## src/vcc_pkg.sv

```systemverilog
package vcc_pkg;
  // ****************************************
  // register map
  // ****************************************
  localparam logic [3:0] VCC_CTRL_OFF = 4'h0;
  localparam logic [3:0] VCC_IRQ_STAT_OFF = 4'h4;
  localparam logic [3:0] VCC_IRQ_CLR_OFF = 4'h8;
  localparam logic [3:0] VCC_IRQ_EN_OFF = 4'hc;
  localparam logic [15:0] VCC_CTRL_RESET = 16'h0000;
  localparam logic [15:0] VCC_CTRL_WMASK = 16'h07ff;
  // ****************************************
  // control field positions
  // ****************************************
  localparam int VCC_ON_BIT = 10;
  localparam int VCC_NSEL_LSB = 8;
  localparam int VCC_ROUTE_LSB = 6;
  localparam int VCC_POL_BIT = 5;
  localparam int VCC_RESP_LSB = 3;
  localparam int VCC_HYST_BIT = 2;
  localparam int VCC_RISE_BIT = 1;
  localparam int VCC_FALL_BIT = 0;
  // ****************************************
  // field encodings
  // ****************************************
  localparam logic [1:0] VCC_ROUTE_LOGIC = 2'h2;
  localparam logic [1:0] VCC_ROUTE_IRQ = 2'h3;
  localparam logic [1:0] VCC_NSEL_RSVD = 2'h3;
  localparam logic [1:0] VCC_RESP_RSVD_A = 2'h1;
  localparam logic [1:0] VCC_RESP_RSVD_B = 2'h2;
  localparam logic [1:0] VCC_AXI_OKAY = 2'h0;
  localparam logic [1:0] VCC_AXI_SLVERR = 2'h2;
  // ****************************************
  // analog-side controls
  // ****************************************
  typedef struct packed {
    logic on;
    logic [1:0] neg_sel;
    logic polarity;
    logic [1:0] response;
    logic hysteresis;
  } vcc_analog_t;
endpackage

```

## src/vcc_top.sv

```systemverilog
`timescale 1ns/100ps
module vcc_top
  import vcc_pkg::*;
#(
  parameter int ADDR_W = 4
) (
  input wire logic aclk,
  input wire logic aresetn,
  input wire logic [ADDR_W-1:0] s_axi_awaddr,
  input wire logic s_axi_awvalid,
  output logic s_axi_awready,
  input wire logic [31:0] s_axi_wdata,
  input wire logic [3:0] s_axi_wstrb,
  input wire logic s_axi_wvalid,
  output logic s_axi_wready,
  output logic [1:0] s_axi_bresp,
  output logic s_axi_bvalid,
  input wire logic s_axi_bready,
  input wire logic [ADDR_W-1:0] s_axi_araddr,
  input wire logic s_axi_arvalid,
  output logic s_axi_arready,
  output logic [31:0] s_axi_rdata,
  output logic [1:0] s_axi_rresp,
  output logic s_axi_rvalid,
  input wire logic s_axi_rready,
  input wire logic comparator_raw,
  output vcc_analog_t analog_ctrl,
  output logic positive_input_to_channel_three,
  output logic negative_input_from_channel_four,
  output logic comparator_irq,
  output logic programmable_logic_array,
  output logic adc_start_trigger,
  output logic comparator_output_pin,
  output logic irq
);

  // address must reach every register offset
  if (ADDR_W < 4) begin : g_addr_check
    $error("ADDR_W must be at least 4");
  end

  // ****************************************
  // axi4-lite handshake state
  // ****************************************
  logic aw_q, aw_d, w_q, w_d, b_q, b_d, r_q, r_d;
  logic [ADDR_W-1:0] awaddr_q, awaddr_d, araddr_q, araddr_d;
  logic [31:0] wdata_q, wdata_d, rdata_q, rdata_d;
  logic [3:0] wstrb_q, wstrb_d;
  logic [1:0] bresp_q, bresp_d, rresp_q, rresp_d;
  logic wr_fire;
  logic [3:0] wr_off, rd_off;

  assign wr_fire = aw_q && w_q && !b_q;
  assign wr_off = awaddr_q[3:0];
  assign rd_off = araddr_q[3:0];

  // ****************************************
  // block state
  // ****************************************
  logic [15:0] ctrl_q, ctrl_d;
  logic [1:0] irq_en_q, irq_en_d;
  logic sync1_q, sync2_q, prev_q;
  logic sync1_d, sync2_d, prev_d;
  logic rise, fall, cmp_out;
  logic [7:0] out_q, out_d;

  // address and data caught separately, either order
  always_comb begin
    aw_d = aw_q;
    w_d = w_q;
    awaddr_d = awaddr_q;
    wdata_d = wdata_q;
    wstrb_d = wstrb_q;
    b_d = b_q;
    bresp_d = bresp_q;
    if (!aw_q && s_axi_awvalid) begin
      aw_d = 1'b1;
      awaddr_d = s_axi_awaddr;
    end
    if (!w_q && s_axi_wvalid) begin
      w_d = 1'b1;
      wdata_d = s_axi_wdata;
      wstrb_d = s_axi_wstrb;
    end
    if (wr_fire) begin
      aw_d = 1'b0;
      w_d = 1'b0;
      b_d = 1'b1;
      bresp_d = (wr_off == VCC_CTRL_OFF || wr_off == VCC_IRQ_CLR_OFF
                 || wr_off == VCC_IRQ_EN_OFF) ? VCC_AXI_OKAY : VCC_AXI_SLVERR;
    end
    if (b_q && s_axi_bready) begin
      b_d = 1'b0;
    end
  end

  // read: address captured and data answered on the same edge
  always_comb begin
    r_d = r_q;
    araddr_d = araddr_q;
    rdata_d = rdata_q;
    rresp_d = rresp_q;
    if (!r_q && s_axi_arvalid) begin
      r_d = 1'b1;
      araddr_d = s_axi_araddr;
      rresp_d = VCC_AXI_OKAY;
      case (s_axi_araddr[3:0])
        VCC_CTRL_OFF: rdata_d = {16'h0000, ctrl_q};
        VCC_IRQ_STAT_OFF: rdata_d = {30'h0000_0000, ctrl_q[VCC_RISE_BIT:VCC_FALL_BIT]};
        VCC_IRQ_CLR_OFF: rdata_d = 32'h0000_0000;
        VCC_IRQ_EN_OFF: rdata_d = {30'h0000_0000, irq_en_q};
        default: begin
          rdata_d = 32'h0000_0000;
          rresp_d = VCC_AXI_SLVERR;
        end
      endcase
    end else if (r_q && s_axi_rready) begin
      r_d = 1'b0;
    end
  end

  // synchroniser and edge detect
  always_comb begin
    sync1_d = comparator_raw;
    sync2_d = sync1_q;
    cmp_out = ctrl_q[VCC_ON_BIT] && (sync2_q ^ ctrl_q[VCC_POL_BIT]);
    prev_d = cmp_out;
    rise = cmp_out && !prev_q;
    fall = !cmp_out && prev_q;
  end

  // control register and sticky edge flags
  always_comb begin
    ctrl_d = ctrl_q;
    irq_en_d = irq_en_q;
    if (wr_fire && wr_off == VCC_CTRL_OFF) begin
      if (wstrb_q[0]) begin
        ctrl_d[7:2] = wdata_q[7:2];
        if (wdata_q[VCC_RISE_BIT]) begin
          ctrl_d[VCC_RISE_BIT] = 1'b0;
        end
        if (wdata_q[VCC_FALL_BIT]) begin
          ctrl_d[VCC_FALL_BIT] = 1'b0;
        end
      end
      if (wstrb_q[1]) begin
        ctrl_d[10:8] = wdata_q[10:8] & VCC_CTRL_WMASK[10:8];
      end
      if (wstrb_q[0] && (wdata_q[4:3] == VCC_RESP_RSVD_A
                         || wdata_q[4:3] == VCC_RESP_RSVD_B)) begin
        ctrl_d[4:3] = ctrl_q[4:3];
      end
    end
    if (wr_fire && wr_off == VCC_IRQ_CLR_OFF && wstrb_q[0]) begin
      if (wdata_q[VCC_RISE_BIT]) begin
        ctrl_d[VCC_RISE_BIT] = 1'b0;
      end
      if (wdata_q[VCC_FALL_BIT]) begin
        ctrl_d[VCC_FALL_BIT] = 1'b0;
      end
    end
    if (wr_fire && wr_off == VCC_IRQ_EN_OFF && wstrb_q[0]) begin
      irq_en_d = wdata_q[1:0];
    end
    if (!ctrl_q[VCC_ON_BIT] && ctrl_d[VCC_ON_BIT]) begin
      ctrl_d[VCC_RISE_BIT] = 1'b1;
    end
    if (rise) begin
      ctrl_d[VCC_RISE_BIT] = 1'b1;
    end
    if (fall) begin
      ctrl_d[VCC_FALL_BIT] = 1'b1;
    end
  end

  // registered outputs
  always_comb begin
    out_d = '0;
    out_d[0] = (ctrl_q[7:6] == VCC_ROUTE_IRQ) && (rise || fall
               || ctrl_q[VCC_RISE_BIT] || ctrl_q[VCC_FALL_BIT]);
    out_d[1] = (ctrl_q[7:6] == VCC_ROUTE_LOGIC) && cmp_out;
    out_d[2] = rise;
    out_d[3] = cmp_out;
    out_d[4] = ctrl_q[VCC_ON_BIT];
    out_d[5] = ctrl_q[VCC_ON_BIT] && (ctrl_q[9:8] == 2'h1);
    out_d[6] = |(ctrl_d[1:0] & irq_en_d);
  end

  always_ff @(posedge aclk) begin
    if (!aresetn) begin
      aw_q <= 1'b0;
      w_q <= 1'b0;
      b_q <= 1'b0;
      r_q <= 1'b0;
      awaddr_q <= '0;
      araddr_q <= '0;
      wdata_q <= '0;
      rdata_q <= '0;
      wstrb_q <= '0;
      bresp_q <= VCC_AXI_OKAY;
      rresp_q <= VCC_AXI_OKAY;
      ctrl_q <= VCC_CTRL_RESET;
      irq_en_q <= 2'h0;
      sync1_q <= 1'b0;
      sync2_q <= 1'b0;
      prev_q <= 1'b0;
      out_q <= '0;
    end else begin
      aw_q <= aw_d;
      w_q <= w_d;
      b_q <= b_d;
      r_q <= r_d;
      awaddr_q <= awaddr_d;
      araddr_q <= araddr_d;
      wdata_q <= wdata_d;
      rdata_q <= rdata_d;
      wstrb_q <= wstrb_d;
      bresp_q <= bresp_d;
      rresp_q <= rresp_d;
      ctrl_q <= ctrl_d;
      irq_en_q <= irq_en_d;
      sync1_q <= sync1_d;
      sync2_q <= sync2_d;
      prev_q <= prev_d;
      out_q <= out_d;
    end
  end

  // ****************************************
  // port drive
  // ****************************************
  assign s_axi_awready = !aw_q;
  assign s_axi_wready = !w_q;
  assign s_axi_bvalid = b_q;
  assign s_axi_bresp = bresp_q;
  assign s_axi_arready = !r_q;
  assign s_axi_rvalid = r_q;
  assign s_axi_rdata = rdata_q;
  assign s_axi_rresp = rresp_q;
  assign analog_ctrl = '{on: ctrl_q[VCC_ON_BIT], neg_sel: ctrl_q[9:8],
                         polarity: ctrl_q[VCC_POL_BIT], response: ctrl_q[4:3],
                         hysteresis: ctrl_q[VCC_HYST_BIT]};
  assign comparator_irq = out_q[0];
  assign programmable_logic_array = out_q[1];
  assign adc_start_trigger = out_q[2];
  assign comparator_output_pin = out_q[3];
  assign positive_input_to_channel_three = out_q[4];
  assign negative_input_from_channel_four = out_q[5];
  assign irq = out_q[6];
endmodule

```

## config.mk

```make
export PLATFORM = sky130hd
export DESIGN_NAME = vcc_top
export DESIGN_NICKNAME = d
export VERILOG_FILES = /design/src/vcc_pkg.sv /design/src/vcc_top.sv
export SDC_FILE = /design/constraint.sdc
export NUM_CORES = 1
export LEC_CHECK = 0
export BUFFER_PORTS_ARGS = -buffer_cell sky130_fd_sc_hd__buf_2
export CELL_PAD_IN_SITES_DETAIL_PLACEMENT = 1
export CELL_PAD_IN_SITES_GLOBAL_PLACEMENT = 1
export CORE_UTILIZATION = 33
export DETAILED_ROUTE_END_ITERATION = 7
export PLACE_DENSITY_LB_ADDON = 0.1
export SYNTH_ARGS = -nofsm -noshare
export SYNTH_HDL_FRONTEND = slang
export SYNTH_SLANG_ARGS = --single-unit
```

## constraint.sdc

```tcl
create_clock -name aclk -period 2 [get_ports aclk]
set_input_delay 0.1 -clock aclk [delete_from_list [all_inputs] [get_ports aclk]]
set_output_delay 0.1 -clock aclk [all_outputs]
set_load 0.01 [all_outputs]
```

# Yosys cells after proc, flatten, opt, wreduce, memory -nomap -nowiden
# Index checks and enable logic that the tools add are counted.
# totals
out_inout_bits	55
in_bits	52
ff_bits	80
elab_cells	94
# op_classes
eq_ne	10
reduce_logical	43
mux	18
bitwise_logic	4
# ops
cell	count
11-bit case mux with 3 select lines	1
1-bit logical AND	20
4-bit == test (second input constant)	4
11-bit two-way mux	1
2-bit two-way mux	5
1-bit two-way mux	9
4-bit zero test	2
8-bit two-way mux	1
1-bit zero test	7
2-bit == test (second input constant)	3
1-bit logical OR	6
2-bit OR reduction	3
2-bit by 1-bit == test with 1-bit output (second input constant)	2
4-bit by 3-bit == test with 1-bit output (second input constant)	1
2-bit AND reduction	2
4-bit OR reduction	1
3-bit two-way mux	1
3-bit AND reduction	1
2-bit bitwise AND	1
1-bit NOT	2
2-bit nonzero test	1
1-bit bitwise XOR	1

# Longest topological paths before layout
# logic_depth
ltp_word	11
depth_mapped	6
depth_no_buf	6

# Worst setup path after synthesis
# Ideal clock, no wire load.
# synth_timing
path_type	register to register
from	register b_q, in the netlist s_axi_bvalid
to	register out_q[6]
setup_slack_ns	0.368
synth_period_minus_slack_ns	1.632
path_stages_with_launch	7
path_buffers	2
t_required_ns	1.883
t_arrival_ns	1.515
setup_ns	0.117
path_cell_list	dfxtp_1 -> and3b_1 -> buf_6 -> and3_1 -> buf_6 -> a311o_1 -> a32o_1
# synth_between
elab_chain_cells	10
elab_cells_between_ends	18
cone_classes	mux (8); bitwise (1); reduce/logical (9)
# synth_lines
item	line	source
from (decl)	vcc_top.sv:45	logic aw_q, aw_d, w_q, w_d, b_q, b_d, r_q, r_d;
from (signal assigned)	vcc_top.sv:193	b_q <= 1'b0;
from (signal assigned)	vcc_top.sv:211	b_q <= b_d;
1-bit zero test (*)	vcc_top.sv:53	assign wr_fire = aw_q && w_q && !b_q;
1-bit logical AND (*)	vcc_top.sv:53	
1-bit logical AND	vcc_top.sv:136	if (wr_fire && wr_off == VCC_CTRL_OFF) begin
11-bit two-way mux	vcc_top.sv:136	
1-bit two-way mux	vcc_top.sv:155	if (wdata_q[VCC_RISE_BIT]) begin
2-bit two-way mux	vcc_top.sv:154	if (wr_fire && wr_off == VCC_IRQ_CLR_OFF && wstrb_q[0]) begin
1-bit two-way mux	vcc_top.sv:165	if (!ctrl_q[VCC_ON_BIT] && ctrl_d[VCC_ON_BIT]) begin
1-bit two-way mux	vcc_top.sv:168	if (rise) begin
2-bit bitwise AND (*)	vcc_top.sv:186	out_d[6] = |(ctrl_d[1:0] & irq_en_d);
2-bit OR reduction (*)	vcc_top.sv:186	
to (signal assigned)	vcc_top.sv:225	out_q <= out_d;
to (decl)	vcc_top.sv:65	logic [7:0] out_q, out_d;
# Mark *: on every way between the ends. The rest lies on a longest branch, timed or not.
# A chain may end at the register's enable or synchronous reset.

# Worst setup path in the final report
# Same ends and word-level chain as after synthesis.

==> summary.md <==
| Metric | Value |
|---|---|
| Number of nets with antenna violations after routing | `0` |
| Post-Route Setup TNS | `0 ps` |
| Layout Nets | `~370` |
| Dominant cell by count in the synthesized netlist | `dfxtp_1` |
| Flop pwr share | `0.582` |
| Fraction of power spent switching nets | `0.244` |
| DRC violations left | `0` |
| Overall die height | `86.2 um` |
| Worst-case vdd ir drop | `between 200 and 300 uV` |
| Total overflow reported by the global router | `0` |
| Placeable core region | `about 0.0068 mm2` |
| Worst min-delay path class | `in -> reg` |
| Post-synth design cell area | `roughly 0.0023 mm2` |
| Area fraction of the dominant cell type after synthesis | `0.480` |
| Pre-antenna DRT Iters | `4` |
| Clock buffer count from CTS | `5` |
| Time the final worst path needs with I/O delays and setup | `between 1500 and 2000 ps` |
| Placed instance count | `a little over 400` |
| Number of top-level design ports | `about 110` |
| Final slew viol count | `0` |
| TritonCTS Sinks | `56` |
| Most used flip-flop cell after synthesis | `dfxtp_1` |
| Total number of vias | `1819` |
| Clock share of power | `0.327` |
| Most area-hungry cell type in the Yosys netlist | `dfxtp_1` |
| Commonest cells post-synth | `56 x dfxtp_1, 37 x nand2_1, 30 x buf_4, 27 x nor2_1, 19 x a21oi_1` |
| Post-Synthesis Mean Instance Area | `between 8 and 9 um2` |
| CTS tree | `done` |
| CP max stage delay | `around 410 ps` |
| Maximum clock insertion buffer count | `2` |
| Row count | `30` |
| Post-cts sizing count | `0` |
| # setup viols final | `0` |
| Number of DRC violations after detailed-routing iteration 0 | `60` |
| Total routed wirelength | `around 5200 um` |
| Cell-by-cell listing of the critical path | `and3b_1 > and3_1 > a311o_1 > a32o_1` |
| Type of the setup path with the least slack | `reg -> reg` |
| Leading post-synthesis cells by cell area | `dfxtp_1 48%, buf_4 9.6%, nand2_1 5.9%` |
| Flops & latches, synth | `56` |
| Routed length per placed instance | `around 13 um` |
| Detailed placement HPWL | `approximately 3900 um` |
| Unique cell type count in the Yosys netlist | `37` |
| Cell type of the slowest stage on the worst timing path | `a311o_1` |
| Vias in the first global route | `around 1700` |
| Outcome | `complete, no violations` |
| Pwr dens | `around 750 mW/mm2` |
| Number of diodes | `0` |
| Worst path arrival time | `1840 ps` |
| Nature of the critical path startpoint | `flip-flop` |
| Final Cycle Share | `0.821` |
| Final std cells w/o fill | `414` |
| Pin count of the biggest net entering global routing | `26` |
| Cells on Worst Hold Path | `3` |
| Count of maximum capacitance violations | `0` |
| Die Outline Area | `approximately 0.0074 mm2` |
| Post-synthesis async set-or-reset flop share | `0` |
| Register area share after synthesis | `0.480` |
| Clock slew seen by the registers of the worst setup and hold paths | `roughly 100 ps` |
| Starting density of the core | `0.342` |
| Warning count from the yosys run | `0` |
| Chip Width | `about 86 um` |
| CTS H-tree lvls | `2` |
| Routability congestion estimate | `about 0.73` |
| Leak pwr | `between 1 and 1.5 nW` |
| Number of hold violations in the final report | `0` |
| Vias per cell | `between 4 and 5` |
| Count of fill cells added during filler insertion | `approximately 860` |
| Aggregate global-route resource usage | `0.148` |
| Final Skew | `about 5.0 ps` |
| Share of post-route cells with drive strength above 1 | `0.239` |
| Gate power share | `0.092` |
| Achievable Freq | `approximately 0.61 GHz` |
| Internal power contribution | `around 1.5 mW` |
| First-pass GRT wire length | `approximately 8500 um` |
| Top fanout value on the critical path | `6` |
| Antenna violations before repair | `0` |
| Switching pwr | `0.493 mW` |
| Root buffer cell | `clkbuf_8` |
| Number of port buffers | `60` |
| Number of enable-type register cells in the synthesized netlist | `0` |
| Clock latency of the later-clocked register in the worst-skew pair | `approximately 300 ps` |
| Worst Setup End Kind | `flip-flop` |
| RSZ-0062 raised after global routing | `false` |
| Worst EP required | `~2200 ps` |
| Synthesis-to-finish area growth | `15.6%` |
| Depth of the most critical reg-to-reg path | `4` |
| Cell count after synthesis | `265` |
==> power groups by stage <==
stage | clock, mW | combinational [mW] | sequential, mW
final | 0.660 | 0.186 | 1.18
after global routing | 0.723 | 0.209 | 1.18
after CTS | 0.687 | 0.188 | 1.18
after detailed placement | 0 | 0.185 | 1.20
after global placement | 0 | 0.183 | 1.20
after floorplan | 0 | 0.150 | 1.20
==> cell type report <==
cell class	count	area, um2	area share
timing repair buffer	66	350	0.130
clock buffer	7	96.3	0.0357
inverter	13	48.8	0.0181
multi-input combinational	176	965	0.357
sequential	56	1120	0.415
tap	96	120	0.0445
==> worst paths after layout <==
kind	startpoint	endpoint	slack, ps
max reg2reg	s_axi_bvalid	out_q[6]	360
min	s_axi_awvalid	aw_q	10
max	s_axi_bvalid	out_q[6]	360
min reg2reg	sync1_q	sync2_q	450
==> metrics by stage <==
stage | hold slack, ps | area, um2 | setup slack, ps | utilization | power, mW
2_1_floorplan | 199 | 2420 | 368 | - | 1.35
3_5_place_dp | 296 | 2580 | 376 | 0.378 | 1.39
4_1_cts | 6.54 | 2700 | 361 | 0.395 | 2.05
5_1_grt | 13.0 | 2700 | 251 | 0.395 | 2.11
3_3_place_gp | 285 | 2580 | 389 | 0.378 | 1.38
6_report | 10.9 | 2700 | 359 | 0.395 | 2.02
==> layout by cell type, fill, tap and decap left out, types with 2 or more instances in the layout <==
cell / synthesis / final
a211oi_1: 4 / 4
a21oi_1: 19 / 19
a22oi_1: 11 / 11
a31oi_1: 4 / 4
and2_1: 7 / 7
and3b_1: 3 / 3
buf_2: 0 / 60
buf_4: 30 / 4
clkbuf_8: 0 / 7
conb_1: 1 / 23
dfxtp_1: 56 / 56
dlygate4sd3_1: 0 / 2
ha_1: 2 / 2
inv_1: 12 / 12
mux2i_1: 7 / 7
nand2_1: 37 / 37
nand3_1: 9 / 9
nor2_1: 27 / 27
o21ai_0: 5 / 5
==> registers in the layout (all words and copies together) (netlist names) <==
| register | flops |
|---|---|
| s_axi_bvalid | 1 |
| ctrl_q | 11 |
| out_q | 7 |
| sync2_q | 1 |
| s_axi_rdata | 11 |
| wdata_q | 11 |
| wstrb_q | 2 |
| s_axi_rvalid | 1 |
| aw_q | 1 |
| w_q | 1 |
| s_axi_rresp | 1 |
| awaddr_q | 4 |
| irq_en_q | 2 |
| s_axi_bresp | 1 |
| sync1_q | 1 |
==> logic make-up (layout without fill, tap and decap cells) <==
logic type,after synthesis,in the layout,synth area share
adder cells (fa/ha/maj),2,2,0.0107
AO/OA/AOI/OAI,46,46,0.122
XOR/XNOR,1,1,0.00375
AND/OR/NAND/NOR,96,96,0.205
multiplexers,8,8,0.0348
other,1,23,0.00160
flip-flops,56,56,0.480
buffers and inverters,55,86,0.143
==> metal layers <==
metal / vias to the layer above / wire length (um) / part of all wire / global-route usage
met4: 0 / 48 / 0.0092 / 0.0409
met2: 53 / 2360 / 0.45 / 0.232
met5: - / 0 / 0 / 0
li1: 931 / - / - / -
met1: 831 / 2600 / 0.50 / 0.203
met3: 4 / 219 / 0.042 / 0.0337
==> timing repair <==
action	CTS	global route
hold buffers	2	0
setup buffers	0	0
hold endpoints to repair	2	0
==> critical path, delay by kind of cell (launching register included) <==
kind,cells,cell delay (ps)
compound gates,2,630
simple gates,2,530
flops,1,380
No activity file was read; power rests on OpenSTA's default activity.
